===== src/pkg/otg_pkg.sv =====
// Purpose: Shared constants for the OTG ID and VBUS status logic.
// Assumes: Registers sit on a 32-bit Avalon-MM slave, one aligned word each.
// Notes: Comparator slots share one index space with the status bit positions.

package otg_pkg;

   // ----------------------------------------------------------------
   // Register byte offsets
   // ----------------------------------------------------------------
   localparam logic [7:0] OFS_OTG_CTL = 8'h00;
   localparam logic [7:0] OFS_IND_CTL = 8'h04;
   localparam logic [7:0] OFS_RISE_EN = 8'h08;
   localparam logic [7:0] OFS_FALL_EN = 8'h0C;
   localparam logic [7:0] OFS_ISTAT = 8'h10;
   localparam logic [7:0] OFS_CK_EN = 8'h14;
   localparam logic [7:0] OFS_CK_STAT = 8'h18;

   // ----------------------------------------------------------------
   // Field positions
   // ----------------------------------------------------------------
   localparam int unsigned NCMP = 5;
   localparam int unsigned CMP_FLOAT = 0;
   localparam int unsigned CMP_VBUS = 1;
   localparam int unsigned CMP_SESSV = 2;
   localparam int unsigned CMP_SESSE = 3;
   localparam int unsigned CMP_ID_GROUNDED = 4;
   localparam int unsigned BIT_PULLUP = 0;
   localparam int unsigned BIT_DISCHG = 3;
   localparam int unsigned BIT_CHG = 4;
   localparam int unsigned BIT_SEL = 0;
   localparam int unsigned BIT_PASS = 1;
   localparam int unsigned BIT_INV = 2;
   localparam int unsigned CK_RISE = 0;
   localparam int unsigned CK_FALL = 1;

   // ----------------------------------------------------------------
   // Reset values and fixed levels
   // ----------------------------------------------------------------
   localparam logic [4:0] OTG_CTL_RST = 5'h00;
   localparam logic [2:0] IND_CTL_RST = 3'h0;
   localparam logic [4:0] EDGE_EN_RST = 5'h00;
   localparam logic [1:0] CK_EN_RST = 2'h0;
   localparam logic EXT_VBUS_IND = 1'b1;

endpackage


===== src/pkg/cmp_sync_if.sv =====
// Purpose: Carries synchronised comparator levels and edge pulses.
// Assumes: One clock domain, the sys_clk of both ends.
// Notes: Rise and fall are one-cycle pulses aligned with the level change.

`timescale 1ns/10ps

interface cmp_sync_if;
   logic [otg_pkg::NCMP-1:0] lvl;
   logic [otg_pkg::NCMP-1:0] rise;
   logic [otg_pkg::NCMP-1:0] fall;
   modport src (output lvl, output rise, output fall);
   modport snk (input lvl, input rise, input fall);
endinterface


===== src/design/cmp_sync.sv =====
// Purpose: Brings the analog comparator outputs into the sys_clk domain.
// Assumes: Raw inputs are asynchronous levels from the analog front end.
// Notes: Three flops; a level counts once the second and third stages agree.

`timescale 1ns/10ps

module cmp_sync (
   input wire logic sys_clk,
   input wire logic rst,
   input wire logic [otg_pkg::NCMP-1:0] raw,
   cmp_sync_if.src o
);

   typedef struct packed {
      logic [otg_pkg::NCMP-1:0] s1;
      logic [otg_pkg::NCMP-1:0] s2;
      logic [otg_pkg::NCMP-1:0] s3;
      logic [otg_pkg::NCMP-1:0] lvl;
      logic [otg_pkg::NCMP-1:0] rise;
      logic [otg_pkg::NCMP-1:0] fall;
   } sync_st_t;

   sync_st_t st_q;
   sync_st_t st_d;

   // ----------------------------------------------------------------
   // Synchroniser and edge detection
   // ----------------------------------------------------------------
   // The first stage feeds only the second, so a metastable sample never
   // reaches the agreement check or the edge detector.
   always_comb begin
      st_d = st_q;
      st_d.s1 = raw;
      st_d.s2 = st_q.s1;
      st_d.s3 = st_q.s2;
      for (int i = 0; i < otg_pkg::NCMP; i++) begin
         if (st_q.s2[i] == st_q.s3[i]) begin
            st_d.lvl[i] = st_q.s3[i];
         end
      end
      st_d.rise = st_d.lvl & ~st_q.lvl;
      st_d.fall = ~st_d.lvl & st_q.lvl;
   end

   always_ff @(posedge sys_clk or posedge rst) begin
      if (rst) begin
         st_q <= '0;
      end else begin
         st_q <= st_d;
      end
   end

   assign o.lvl = st_q.lvl;
   assign o.rise = st_q.rise;
   assign o.fall = st_q.fall;
endmodule


===== src/design/otg_id_vbus_status.sv =====
// Purpose: ID and VBUS comparator status, edge enables and VBUS pulsing controls.
// Assumes: sys_clk at 200 MHz, asynchronous active-high rst, Avalon-MM slave.
// Notes: Receive commands leave as a registered one-cycle pulse with fields.
//
// How it works
// - Pull-up on and both float enables set: every float change sends alternate command.
// - id_pullup_on set connects the 100k ID pull-up; cleared removes it.
// - Floating gives 1/1, 102K gives 1/0, grounded gives 0/0 on grounded/float.
// - Live id_grounded reads at interrupt status bit 4.
// - Live id_float_detect reads at carkit status bit 0.
// - Host may enable grounded edges so any id_grounded change raises an event.
// - Session-end, session-valid and VBUS-valid levels readable in interrupt status.
// - session_end_flag rises when VBUS drops below 0.5 volts.
// - Both session-end enables clear: comparator off and its status reads 0.
// - Clearing session-valid enables stops only events; its status stays live.
// - One session_valid_flag serves both A-device and B-device roles.
// - Both VBUS-valid enables clear: comparator off, status bit 1 reads 0.
// - vbus_valid_flag shows VBUS above 4.4V for the A-device supply check.
// - External VBUS-valid indicator input is tied to constant one.
// - After reset ext_indicator_select is 0, reporting the internal comparator.
// - OTG control bit 3 vbus_discharge_ctl switches the VBUS pull-down.
// - OTG control bit 4 vbus_charge_ctl switches the VBUS pull-up.

`timescale 1ns/10ps

module otg_id_vbus_status (
   input wire logic sys_clk,
   input wire logic rst,
   input wire logic [7:0] avs_address,
   input wire logic avs_read,
   input wire logic avs_write,
   input wire logic [31:0] avs_writedata,
   input wire logic [3:0] avs_byteenable,
   output logic [31:0] avs_readdata,
   output logic avs_waitrequest,
   input wire logic cmp_id_float_raw,
   input wire logic cmp_vbus_valid_raw,
   input wire logic cmp_session_valid_raw,
   input wire logic cmp_session_end_raw,
   input wire logic cmp_id_grounded_raw,
   output logic id_pullup_on,
   output logic vbus_discharge_ctl,
   output logic vbus_charge_ctl,
   output logic session_end_cmp_en,
   output logic vbus_valid_cmp_en,
   output logic rxcmd_valid,
   output logic rxcmd_alternate_irq_flag,
   output logic rxcmd_vbus_valid,
   output logic rxcmd_session_valid,
   output logic rxcmd_session_end,
   output logic rxcmd_id_grounded
);

   // ----------------------------------------------------------------
   // State
   // ----------------------------------------------------------------
   typedef struct packed {
      logic [4:0] otg_ctl;
      logic [2:0] ind_ctl;
      logic [4:0] rise_en;
      logic [4:0] fall_en;
      logic [1:0] ck_en;
      logic ack;
      logic [31:0] rdata;
      logic rx_valid;
      logic rx_alt;
      logic rx_vbus;
      logic rx_sessv;
      logic rx_sesse;
      logic rx_idg;
   } ctl_st_t;

   ctl_st_t st_q;
   ctl_st_t st_d;

   cmp_sync_if cmp ();

   logic [otg_pkg::NCMP-1:0] raw_cmp;
   logic sesse_on;
   logic vbus_on;
   logic [4:0] istat;
   logic vbus_vld;
   logic sesse_flag;
   logic ulpi_evt;
   logic float_evt;
   logic [4:0] gate_rise;
   logic [4:0] gate_fall;

   assign raw_cmp = {cmp_id_grounded_raw, cmp_session_end_raw, cmp_session_valid_raw,
                     cmp_vbus_valid_raw, cmp_id_float_raw};

   cmp_sync u_sync (
      .sys_clk(sys_clk),
      .rst(rst),
      .raw(raw_cmp),
      .o(cmp)
   );

   // ----------------------------------------------------------------
   // Indicator decode
   // ----------------------------------------------------------------
   // The external indicator is tied high, so passthrough only ever yields
   // a fixed level; inversion forces 0 in both external paths.
   function automatic logic vbus_src(input logic [2:0] ind, input logic cmp_lvl);
      logic res;
      res = cmp_lvl;
      if (!ind[otg_pkg::BIT_SEL]) begin
         res = cmp_lvl;
      end else if (ind[otg_pkg::BIT_PASS]) begin
         res = otg_pkg::EXT_VBUS_IND & ~ind[otg_pkg::BIT_INV];
      end else begin
         res = cmp_lvl & ~ind[otg_pkg::BIT_INV];
      end
      return res;
   endfunction

   // ----------------------------------------------------------------
   // Status and events
   // ----------------------------------------------------------------
   always_comb begin
      sesse_on = st_q.rise_en[otg_pkg::CMP_SESSE] | st_q.fall_en[otg_pkg::CMP_SESSE];
      vbus_on = st_q.rise_en[otg_pkg::CMP_VBUS] | st_q.fall_en[otg_pkg::CMP_VBUS];
      // VBUS-valid means VBUS is above 4.4V.
      vbus_vld = cmp.lvl[otg_pkg::CMP_VBUS] & vbus_on;
      sesse_flag = cmp.lvl[otg_pkg::CMP_SESSE] & sesse_on;
      istat = 5'h00;
      istat[otg_pkg::CMP_ID_GROUNDED] = cmp.lvl[otg_pkg::CMP_ID_GROUNDED];
      istat[otg_pkg::CMP_SESSE] = sesse_flag;
      istat[otg_pkg::CMP_SESSV] = cmp.lvl[otg_pkg::CMP_SESSV];
      istat[otg_pkg::CMP_VBUS] = vbus_vld;
      // Slot 0 is the float comparator, which only reads in carkit status.
      gate_rise = cmp.rise & st_q.rise_en;
      gate_fall = cmp.fall & st_q.fall_en;
      gate_rise[otg_pkg::CMP_FLOAT] = 1'b0;
      gate_fall[otg_pkg::CMP_FLOAT] = 1'b0;
      ulpi_evt = |{gate_rise, gate_fall};
      float_evt = (cmp.rise[otg_pkg::CMP_FLOAT] & st_q.ck_en[otg_pkg::CK_RISE]) |
                  (cmp.fall[otg_pkg::CMP_FLOAT] & st_q.ck_en[otg_pkg::CK_FALL]);
   end

   // ----------------------------------------------------------------
   // Register bus and command generation
   // ----------------------------------------------------------------
   // One wait cycle per access: read data is prepared while waitrequest is
   // high, so it stands registered on the cycle the master samples it.
   always_comb begin
      st_d = st_q;
      st_d.ack = (avs_read | avs_write) & ~st_q.ack;
      if ((avs_read | avs_write) && !st_q.ack) begin
         st_d.rdata = 32'h0000_0000;
         if (avs_address == otg_pkg::OFS_OTG_CTL) begin
            st_d.rdata[4:0] = st_q.otg_ctl;
         end else if (avs_address == otg_pkg::OFS_IND_CTL) begin
            st_d.rdata[2:0] = st_q.ind_ctl;
         end else if (avs_address == otg_pkg::OFS_RISE_EN) begin
            st_d.rdata[4:0] = st_q.rise_en;
         end else if (avs_address == otg_pkg::OFS_FALL_EN) begin
            st_d.rdata[4:0] = st_q.fall_en;
         end else if (avs_address == otg_pkg::OFS_ISTAT) begin
            st_d.rdata[4:0] = istat;
         end else if (avs_address == otg_pkg::OFS_CK_EN) begin
            st_d.rdata[1:0] = st_q.ck_en;
         end else if (avs_address == otg_pkg::OFS_CK_STAT) begin
            st_d.rdata[0] = cmp.lvl[otg_pkg::CMP_FLOAT];
         end
      end
      if (avs_write && st_q.ack && avs_byteenable[0]) begin
         if (avs_address == otg_pkg::OFS_OTG_CTL) begin
            st_d.otg_ctl = avs_writedata[4:0];
         end else if (avs_address == otg_pkg::OFS_IND_CTL) begin
            st_d.ind_ctl = avs_writedata[2:0];
         end else if (avs_address == otg_pkg::OFS_RISE_EN) begin
            st_d.rise_en = avs_writedata[4:0];
         end else if (avs_address == otg_pkg::OFS_FALL_EN) begin
            st_d.fall_en = avs_writedata[4:0];
         end else if (avs_address == otg_pkg::OFS_CK_EN) begin
            st_d.ck_en = avs_writedata[1:0];
         end
      end
      st_d.rx_valid = ulpi_evt | float_evt;
      if (ulpi_evt || float_evt) begin
         st_d.rx_alt = float_evt;
         st_d.rx_vbus = vbus_src(st_q.ind_ctl, vbus_vld);
         st_d.rx_sessv = cmp.lvl[otg_pkg::CMP_SESSV];
         st_d.rx_sesse = sesse_flag;
         st_d.rx_idg = cmp.lvl[otg_pkg::CMP_ID_GROUNDED];
      end
   end

   always_ff @(posedge sys_clk or posedge rst) begin
      if (rst) begin
         st_q <= '0;
         st_q.otg_ctl <= otg_pkg::OTG_CTL_RST;
         st_q.ind_ctl <= otg_pkg::IND_CTL_RST;
         st_q.rise_en <= otg_pkg::EDGE_EN_RST;
         st_q.fall_en <= otg_pkg::EDGE_EN_RST;
         st_q.ck_en <= otg_pkg::CK_EN_RST;
      end else begin
         st_q <= st_d;
      end
   end

   // ----------------------------------------------------------------
   // Outputs
   // ----------------------------------------------------------------
   assign avs_waitrequest = (avs_read | avs_write) & ~st_q.ack;
   assign avs_readdata = st_q.rdata;
   assign id_pullup_on = st_q.otg_ctl[otg_pkg::BIT_PULLUP];
   assign vbus_discharge_ctl = st_q.otg_ctl[otg_pkg::BIT_DISCHG];
   assign vbus_charge_ctl = st_q.otg_ctl[otg_pkg::BIT_CHG];
   // Disabling these two comparators saves their bias current.
   assign session_end_cmp_en = sesse_on;
   assign vbus_valid_cmp_en = vbus_on;
   assign rxcmd_valid = st_q.rx_valid;
   assign rxcmd_alternate_irq_flag = st_q.rx_alt;
   assign rxcmd_vbus_valid = st_q.rx_vbus;
   assign rxcmd_session_valid = st_q.rx_sessv;
   assign rxcmd_session_end = st_q.rx_sesse;
   assign rxcmd_id_grounded = st_q.rx_idg;
endmodule


===== config.mk =====
export PLATFORM = sky130hd
export DESIGN_NAME = otg_id_vbus_status
export DESIGN_NICKNAME = d
export VERILOG_FILES = /design/src/pkg/otg_pkg.sv /design/src/pkg/cmp_sync_if.sv /design/src/design/cmp_sync.sv /design/src/design/otg_id_vbus_status.sv
export SDC_FILE = /design/constraint.sdc
export NUM_CORES = 1
export LEC_CHECK = 0
export BUFFER_PORTS_ARGS = -buffer_cell sky130_fd_sc_hd__buf_2
export CAP_MARGIN = 20
export CELL_PAD_IN_SITES_DETAIL_PLACEMENT = 1
export CELL_PAD_IN_SITES_GLOBAL_PLACEMENT = 2
export CORE_ASPECT_RATIO = 2
export CORE_MARGIN = 1.5
export CORE_UTILIZATION = 31
export DETAILED_ROUTE_END_ITERATION = 10
export PLACE_DENSITY_LB_ADDON = 0.1
export SLEW_MARGIN = 30
export SYNTH_ARGS = -nofsm -noshare
export SYNTH_HDL_FRONTEND = slang
export SYNTH_SLANG_ARGS = --single-unit

===== constraint.sdc =====
create_clock -name sys_clk -period 2.2 [get_ports sys_clk]
set_input_delay 0.33 -clock sys_clk [delete_from_list [all_inputs] [get_ports sys_clk]]
set_output_delay 0.33 -clock sys_clk [all_outputs]
set_load 0.02 [all_outputs]

==> reports/metrics.cfg, run 1 <==
[critical_path]
r2r-start = st_q[47]
setup.worst_path.start = st_q[47]
cp-end-kind = flop
critical_path_class = flop to flop
cp.arrival_ns = 1.99
worst_path_largest_cell_delay_ns = 0.43
crit_buf_inv = 0
crit_path_top_delay_cell = and3_1
crit_path_cell_trace = a22o_1 > a221oi_1 > and3_1 > mux2_2
critical-path-top-delay-family = compound AO/OA/AOI/OAI gates
critical_path_required_ns = 2.41
startpoint_type = flop
cp_max_fo = 6

[floorplanning]
core.rowCount = 48
fp.dieH_um = 136.6
core_um2 = 8648
dieArea_um2 = 9534
die_x_um = 69.80
start_util_pct = 31.99
io_pins = 97

[place]
portBuffers = 39
hpwl_mm = 4.775
gp_congestion = 0.7051
place_inst = 366

[clock_tree]
clk_latency_ns = 0.33
clkTransAtPathRegs_ns = 0.05
cts_tree = done
h-tree-depth = 3
cts_setup_buffers = 0
cts_root_buf = clkbuf_16
ctsHoldBuffers = 0
clockBufferDepth = 2
post_cts_resized = 0
cts.sinks = 62
cts_buffers = 9

[finish]
layout-drive-gt1-share_pct = 33.69
final_cells = 382
final_util_pct = 38.51
syn2layout_area_growth_pct = 20.40
finalNetCount = 330
antennaDiodeCount = 0

[sta]
hold_viol = 0
min_period_ns = 1.779
finClkSkew_ns = 0.004366
maxSlewViolCount = 0
maxClockFrequency_ghz = 0.5623
setup_viol = 0
rsz0062_at_grt = false
period_share_pct = 80.84
tns_ns = 0

[worst_hold_path]
hold_class = primary input to asynchronous set/reset pin

[global_route]
first_global_vias = 1898
overflow = 0
grt_max_degree = 63
grt_pass1_wl_mm = 10.21
antenna_found_initial = 0
track_usage_pct = 14.56

[synthesis]
syn_avg_cell_area_um2 = 11.92
syn_inst = 232
syn_area_um2 = 2766
seq_area_frac_synth_pct = 56.08
ys_types = 42
synth_edf_count = 0
synth_ff_type = dfrtp_1
ys_ff_latch = 62
ys_warn_count = 0
async_flop_share_pct = 100.0

[power_and_ir_drop]
total_leakage_power_nw = 1.688
pwr-share-clk_pct = 52.1
powerDensity_nw_per_um2 = 944.4
p_sw_mw = 0.7198
switching_share_pct = 22.88
share_seq_of_total_power_pct = 39.5
irDropWorstVdd_uv = 566.2
power_mw = 3.145
comb_power_share_pct = 8.4
intPower_mw = 2.426

[status]
status = complete, no violations

[detailed_routing]
wire_per_inst_um = 16.77
ant_nets = 0
num_vias = 1810
remaining_drc_errors = 0
wl_mm = 6.405
first_pass_iters = 4
vias_per_cell = 4.738
drt_iter0_markers = 52

[flow_run]
max-cap-violations = 0

==> cell usage in the layout (no fill, tap or decap), types with 3 or more instances in the layout <==
cell        n
mux2i_1     4
nor3b_1     5
inv_1       7
conb_1     27
nor3_1      3
buf_4       6
buf_2      39
nand3_1     4
a22oi_1     5
o21ai_0     6
and3_1      3
mux2_4      5
nand3b_1    3
dfrtp_1    62
a21oi_1     5
nor2_1     12
clkbuf_16   9
bufinv_16   3
mux2_2     18
nand2_1    18
==> cell type report <==
class	instances	area [um2]
clock buffers	10	239.0
fillers	965	5318
flip-flops and latches	62	1551
multi-input cells	150	1016
well taps	100	125.1
clock inverters	6	108.9
inverters	8	30.03
repair buffers	46	260.3
==> stage by stage <==
| stage | hold WS (ns) | setup slack, ns | instance area (um2) |
|---|---|---|---|
| CTS | 0.06639 | 0.3760 | 3331 |
| global route | 0.08790 | 0.2810 | 3331 |
| floorplan | 0.3312 | 0.3286 | 2864 |
| global placement | 0.3336 | 0.2628 | 2983 |
| finish | 0.05364 | 0.4215 | 3331 |
| detailed placement | 0.3373 | 0.2673 | 2983 |
==> worst min-delay path, stage by stage <==
cell and delay (ns):
buf_2 0.10, inv_2 0.06, buf_12 0.28
==> cell families after synthesis <==
family          synth area share, %
fa+ha+maj                    0.7237
other cells                  0.1356
simple gates                  12.44
compound gates                8.413
mux                           11.49
buf+inv                       10.72
flops                         56.08
==> flip-flops by register name, indices dropped and copies added (netlist names), 5 cells and up <==
register,flops
st_q,18
u_sync.st_d,10
avs_readdata,5
u_sync.o.fall,5
u_sync.o.lvl,5
u_sync.o.rise,5
u_sync.st_q,5
==> worst paths after layout <==
path / slack, ns / to / cells past startpoint
max: 0.42 / rxcmd_session_valid / 4
min: 0.05 / u_sync.st_d[20] / 3
max reg2reg: 0.42 / rxcmd_session_valid / 4
min reg2reg: 0.35 / u_sync.st_d[19] / 0
max in group asynchronous: 1.86 / st_q[50] / 3
min in group sys_clk: 0.11 / u_sync.st_d[22] / 1
==> Yosys cell counts (all sizes together) (2+ instances only) <==
master / number / share of area, %
dfrtp: 62 / 56
buf: 33 / 9.0
mux2: 23 / 10
nand2: 19 / 2.8
nor2: 12 / 1.6
inv: 8 / 1.1
o21ai: 6 / 1.1
a21oi: 5 / 0.90
a22oi: 5 / 1.4
clkbuf: 5 / 0.68
nor3b: 5 / 1.4
mux2i: 4 / 1.4
nand3: 4 / 0.72
and3: 3 / 0.68
nand3b: 3 / 0.81
nor3: 3 / 0.54
a221oi: 2 / 0.63
a22o: 2 / 0.63
a31oi: 2 / 0.45
maj3: 2 / 0.72
nor4: 2 / 0.45
nor4b: 2 / 1.2
o2111ai: 2 / 0.63
o211ai: 2 / 0.54
or2: 2 / 0.45
==> power groups by stage <==
stage | registers (mW) | clock network [mW] | logic [mW]
2_1_floorplan | 1.27 | 0 | 0.206
3_3_place_gp | 1.26 | 0 | 0.268
3_5_place_dp | 1.26 | 0 | 0.270
4_1_cts | 1.24 | 1.69 | 0.271
5_1_grt | 1.25 | 1.73 | 0.295
6_report | 1.24 | 1.64 | 0.264
==> per-layer routing <==
metal | wire, um | up-vias | share of wire [%] | GRT usage, %
met3 | 288 | 6 | 4.5 | 3.314
met5 | 0 | - | 0 | 0
li1 | - | 848 | - | -
met4 | 109 | 0 | 1.7 | 7.372
met2 | 3671 | 53 | 57 | 26.83
met1 | 2336 | 903 | 36 | 15.24
(Power assumes the default switching activity.)
==> run 2, diff against run 1 <==
- clock period: 2.2 -> 1.7 ns (I/O delays scaled with it)
==> run 2 against run 1 <==
Non-clock buffer count increased by 18. Highest routed layer unchanged. Wire length increased by 1.4%. Global-route usage increased by 0.54 points. Largest cell class unchanged. Via count increased by 3.9%.
==> reports/metrics.cfg, run 2 (synthesis results as in run 1) <==
[status]
status = complete, no violations  ; unchanged

[global_route]
grt_max_degree = 63  ; unchanged
first_global_vias = 1972  ; was 1898
overflow = 0  ; unchanged
antenna_found_initial = 0  ; unchanged
grt_pass1_wl_mm = 10.54  ; was 10.21 mm
track_usage_pct = 15.10  ; was 14.56%

[floorplanning]
io_pins = 97  ; unchanged
core_um2 = 8648  ; unchanged
die_x_um = 69.80  ; unchanged
core.rowCount = 48  ; unchanged
dieArea_um2 = 9534  ; unchanged
fp.dieH_um = 136.6  ; unchanged
start_util_pct = 31.99  ; unchanged

[critical_path]
cp.arrival_ns = 1.85  ; was 1.99 ns
critical_path_required_ns = 1.91  ; was 2.41 ns
crit_path_cell_trace = a22o_1 > a221oi_1 > and3_1 > buf_4 > mux2_2  ; was a22o_1 > a221oi_1 > and3_1 > mux2_2
critical-path-top-delay-family = compound AO/OA/AOI/OAI gates  ; unchanged
cp-end-kind = flop  ; unchanged
crit_cells = 5  ; was 4
reg2reg_depth = 5  ; was 4
worst_path_largest_cell_delay_ns = 0.40  ; was 0.43 ns
critical_path_class = flop to flop  ; unchanged
crit_buf_inv = 1  ; was 0
startpoint_type = flop  ; unchanged
cp_max_fo = 3  ; was 6
crit_path_top_delay_cell = dfrtp_1  ; was and3_1

[finish]
finalNetCount = 348  ; was 330
final_common_cell = dfrtp_1  ; unchanged
layout-drive-gt1-share_pct = 37.67  ; was 33.69%
final_util_pct = 39.66  ; was 38.51%
fin_area_um2 = 3430  ; was 3331 um2
mostFrequentLayoutCells = dfrtp_1 (62), buf_2 (39), conb_1 (27)  ; unchanged
largest_reg_flops = 18  ; unchanged
syn2layout_area_growth_pct = 23.97  ; was 20.40%
regMostFlops = st_q  ; unchanged
antennaDiodeCount = 0  ; unchanged

[sta]
period_share_pct = 96.32  ; was 80.84%
min_period_ns = 1.637  ; was 1.779 ns
hold_viol = 0  ; unchanged
maxClockFrequency_ghz = 0.6107  ; was 0.5623 GHz
layout_setup_ws_ns = 0.06259  ; was 0.4215 ns
finClkSkew_ns = 0.005003  ; was 0.004366 ns
rsz0062_at_grt = true  ; was false
maxSlewViolCount = 0  ; unchanged
setup_viol = 0  ; unchanged

[clock_tree]
post_cts_resized = 0  ; unchanged
cts_root_buf = clkbuf_16  ; unchanged
h-tree-depth = 3  ; unchanged
cts_setup_buffers = 0  ; unchanged
ctsHoldBuffers = 0  ; unchanged
clk_latency_ns = 0.32  ; was 0.33 ns
cts_buffers = 9  ; unchanged
cts.sinks = 62  ; unchanged
cts_tree = done  ; unchanged
clockBufferDepth = 2  ; unchanged
clkTransAtPathRegs_ns = 0.05  ; about the same

[detailed_routing]
wl_mm = 6.497  ; was 6.405 mm
wire_per_inst_um = 16.24  ; was 16.77 um
drt_iter0_markers = 53  ; was 52
num_vias = 1881  ; was 1810
ant_nets = 0  ; unchanged
first_pass_iters = 4  ; unchanged
vias_per_cell = 4.703  ; was 4.738
remaining_drc_errors = 0  ; unchanged

[place]
portBuffers = 39  ; unchanged
place_area_um2 = 3122  ; was 2983 um2
gp_congestion = 0.7404  ; was 0.7051
place_ws_ns = -0.1582  ; was 0.2673 ns
hpwl_mm = 4.899  ; was 4.775 mm

[power_and_ir_drop]
powerDensity_nw_per_um2 = 1105  ; was 944.4 nW/um2
irDropWorstVdd_uv = 585.1  ; was 566.2 uV
total_leakage_power_nw = 1.743  ; was 1.688 nW

[worst_hold_path]
hold_class = primary input to asynchronous set/reset pin  ; unchanged

[flow_run]
max-cap-violations = 0  ; unchanged

## run 2: area by class of cell
cell class,count,area [um2]
Clock inverter,5,58.81
Inverter,8,33.78
Clock buffer,11,242.7
Tap cell,100,125.1
Multi-Input combinational cell,150,1022
Fill cell,976,5219
Timing Repair Buffer,64,395.4
Sequential cell,62,1551
## run 2: power by group
part	switching [mW]	total, mW	internal (mW)
Combinational	0.232	0.365	0.134
Sequential	0.0505	1.61	1.56
Clock	0.644	1.82	1.17
## run 2: path summary, 6_finish.rpt
check	start	end	slack, ns
max in group asynchronous	rst	avs_readdata[3]	1.41
setup / recovery	st_q[50]	rxcmd_id_grounded	0.06
hold reg to reg	u_sync.st_d[21]	u_sync.st_d[16]	0.35
min in group sys_clk	cmp_session_valid_raw	u_sync.st_d[22]	0.03
hold / removal	rst	u_sync.st_d[20]	0.002
setup reg to reg	st_q[50]	rxcmd_id_grounded	0.06
## run 2: tightest hold or removal path: cells and delay by family
kind     cells  cell delay [ns]
buf+inv      3             0.47
## run 2: per-layer routing
| metal | track usage [%] | vias to the layer above | part of all wire (%) |
|---|---|---|---|
| li1 | - | 881 | - |
| met1 | 15.57 | 943 | 36 |
| met2 | 27.83 | 51 | 58 |
| met3 | 3.535 | 6 | 4.4 |
| met4 | 8.013 | 0 | 1.6 |
| met5 | 0 | - | 0 |
## run 2: metrics by stage
stage	hold slack [ns]	TNS [ns]	total power [mW]	instances
CTS	0.01326	0	3.868	400
detailed placement	0.3381	-2.180	2.007	384
finish	0.002115	0	3.789	400
global placement	0.3341	-2.255	2.000	384
floorplan	0.2864	0	1.909	258
global route	0.01801	-0.005626	3.976	400
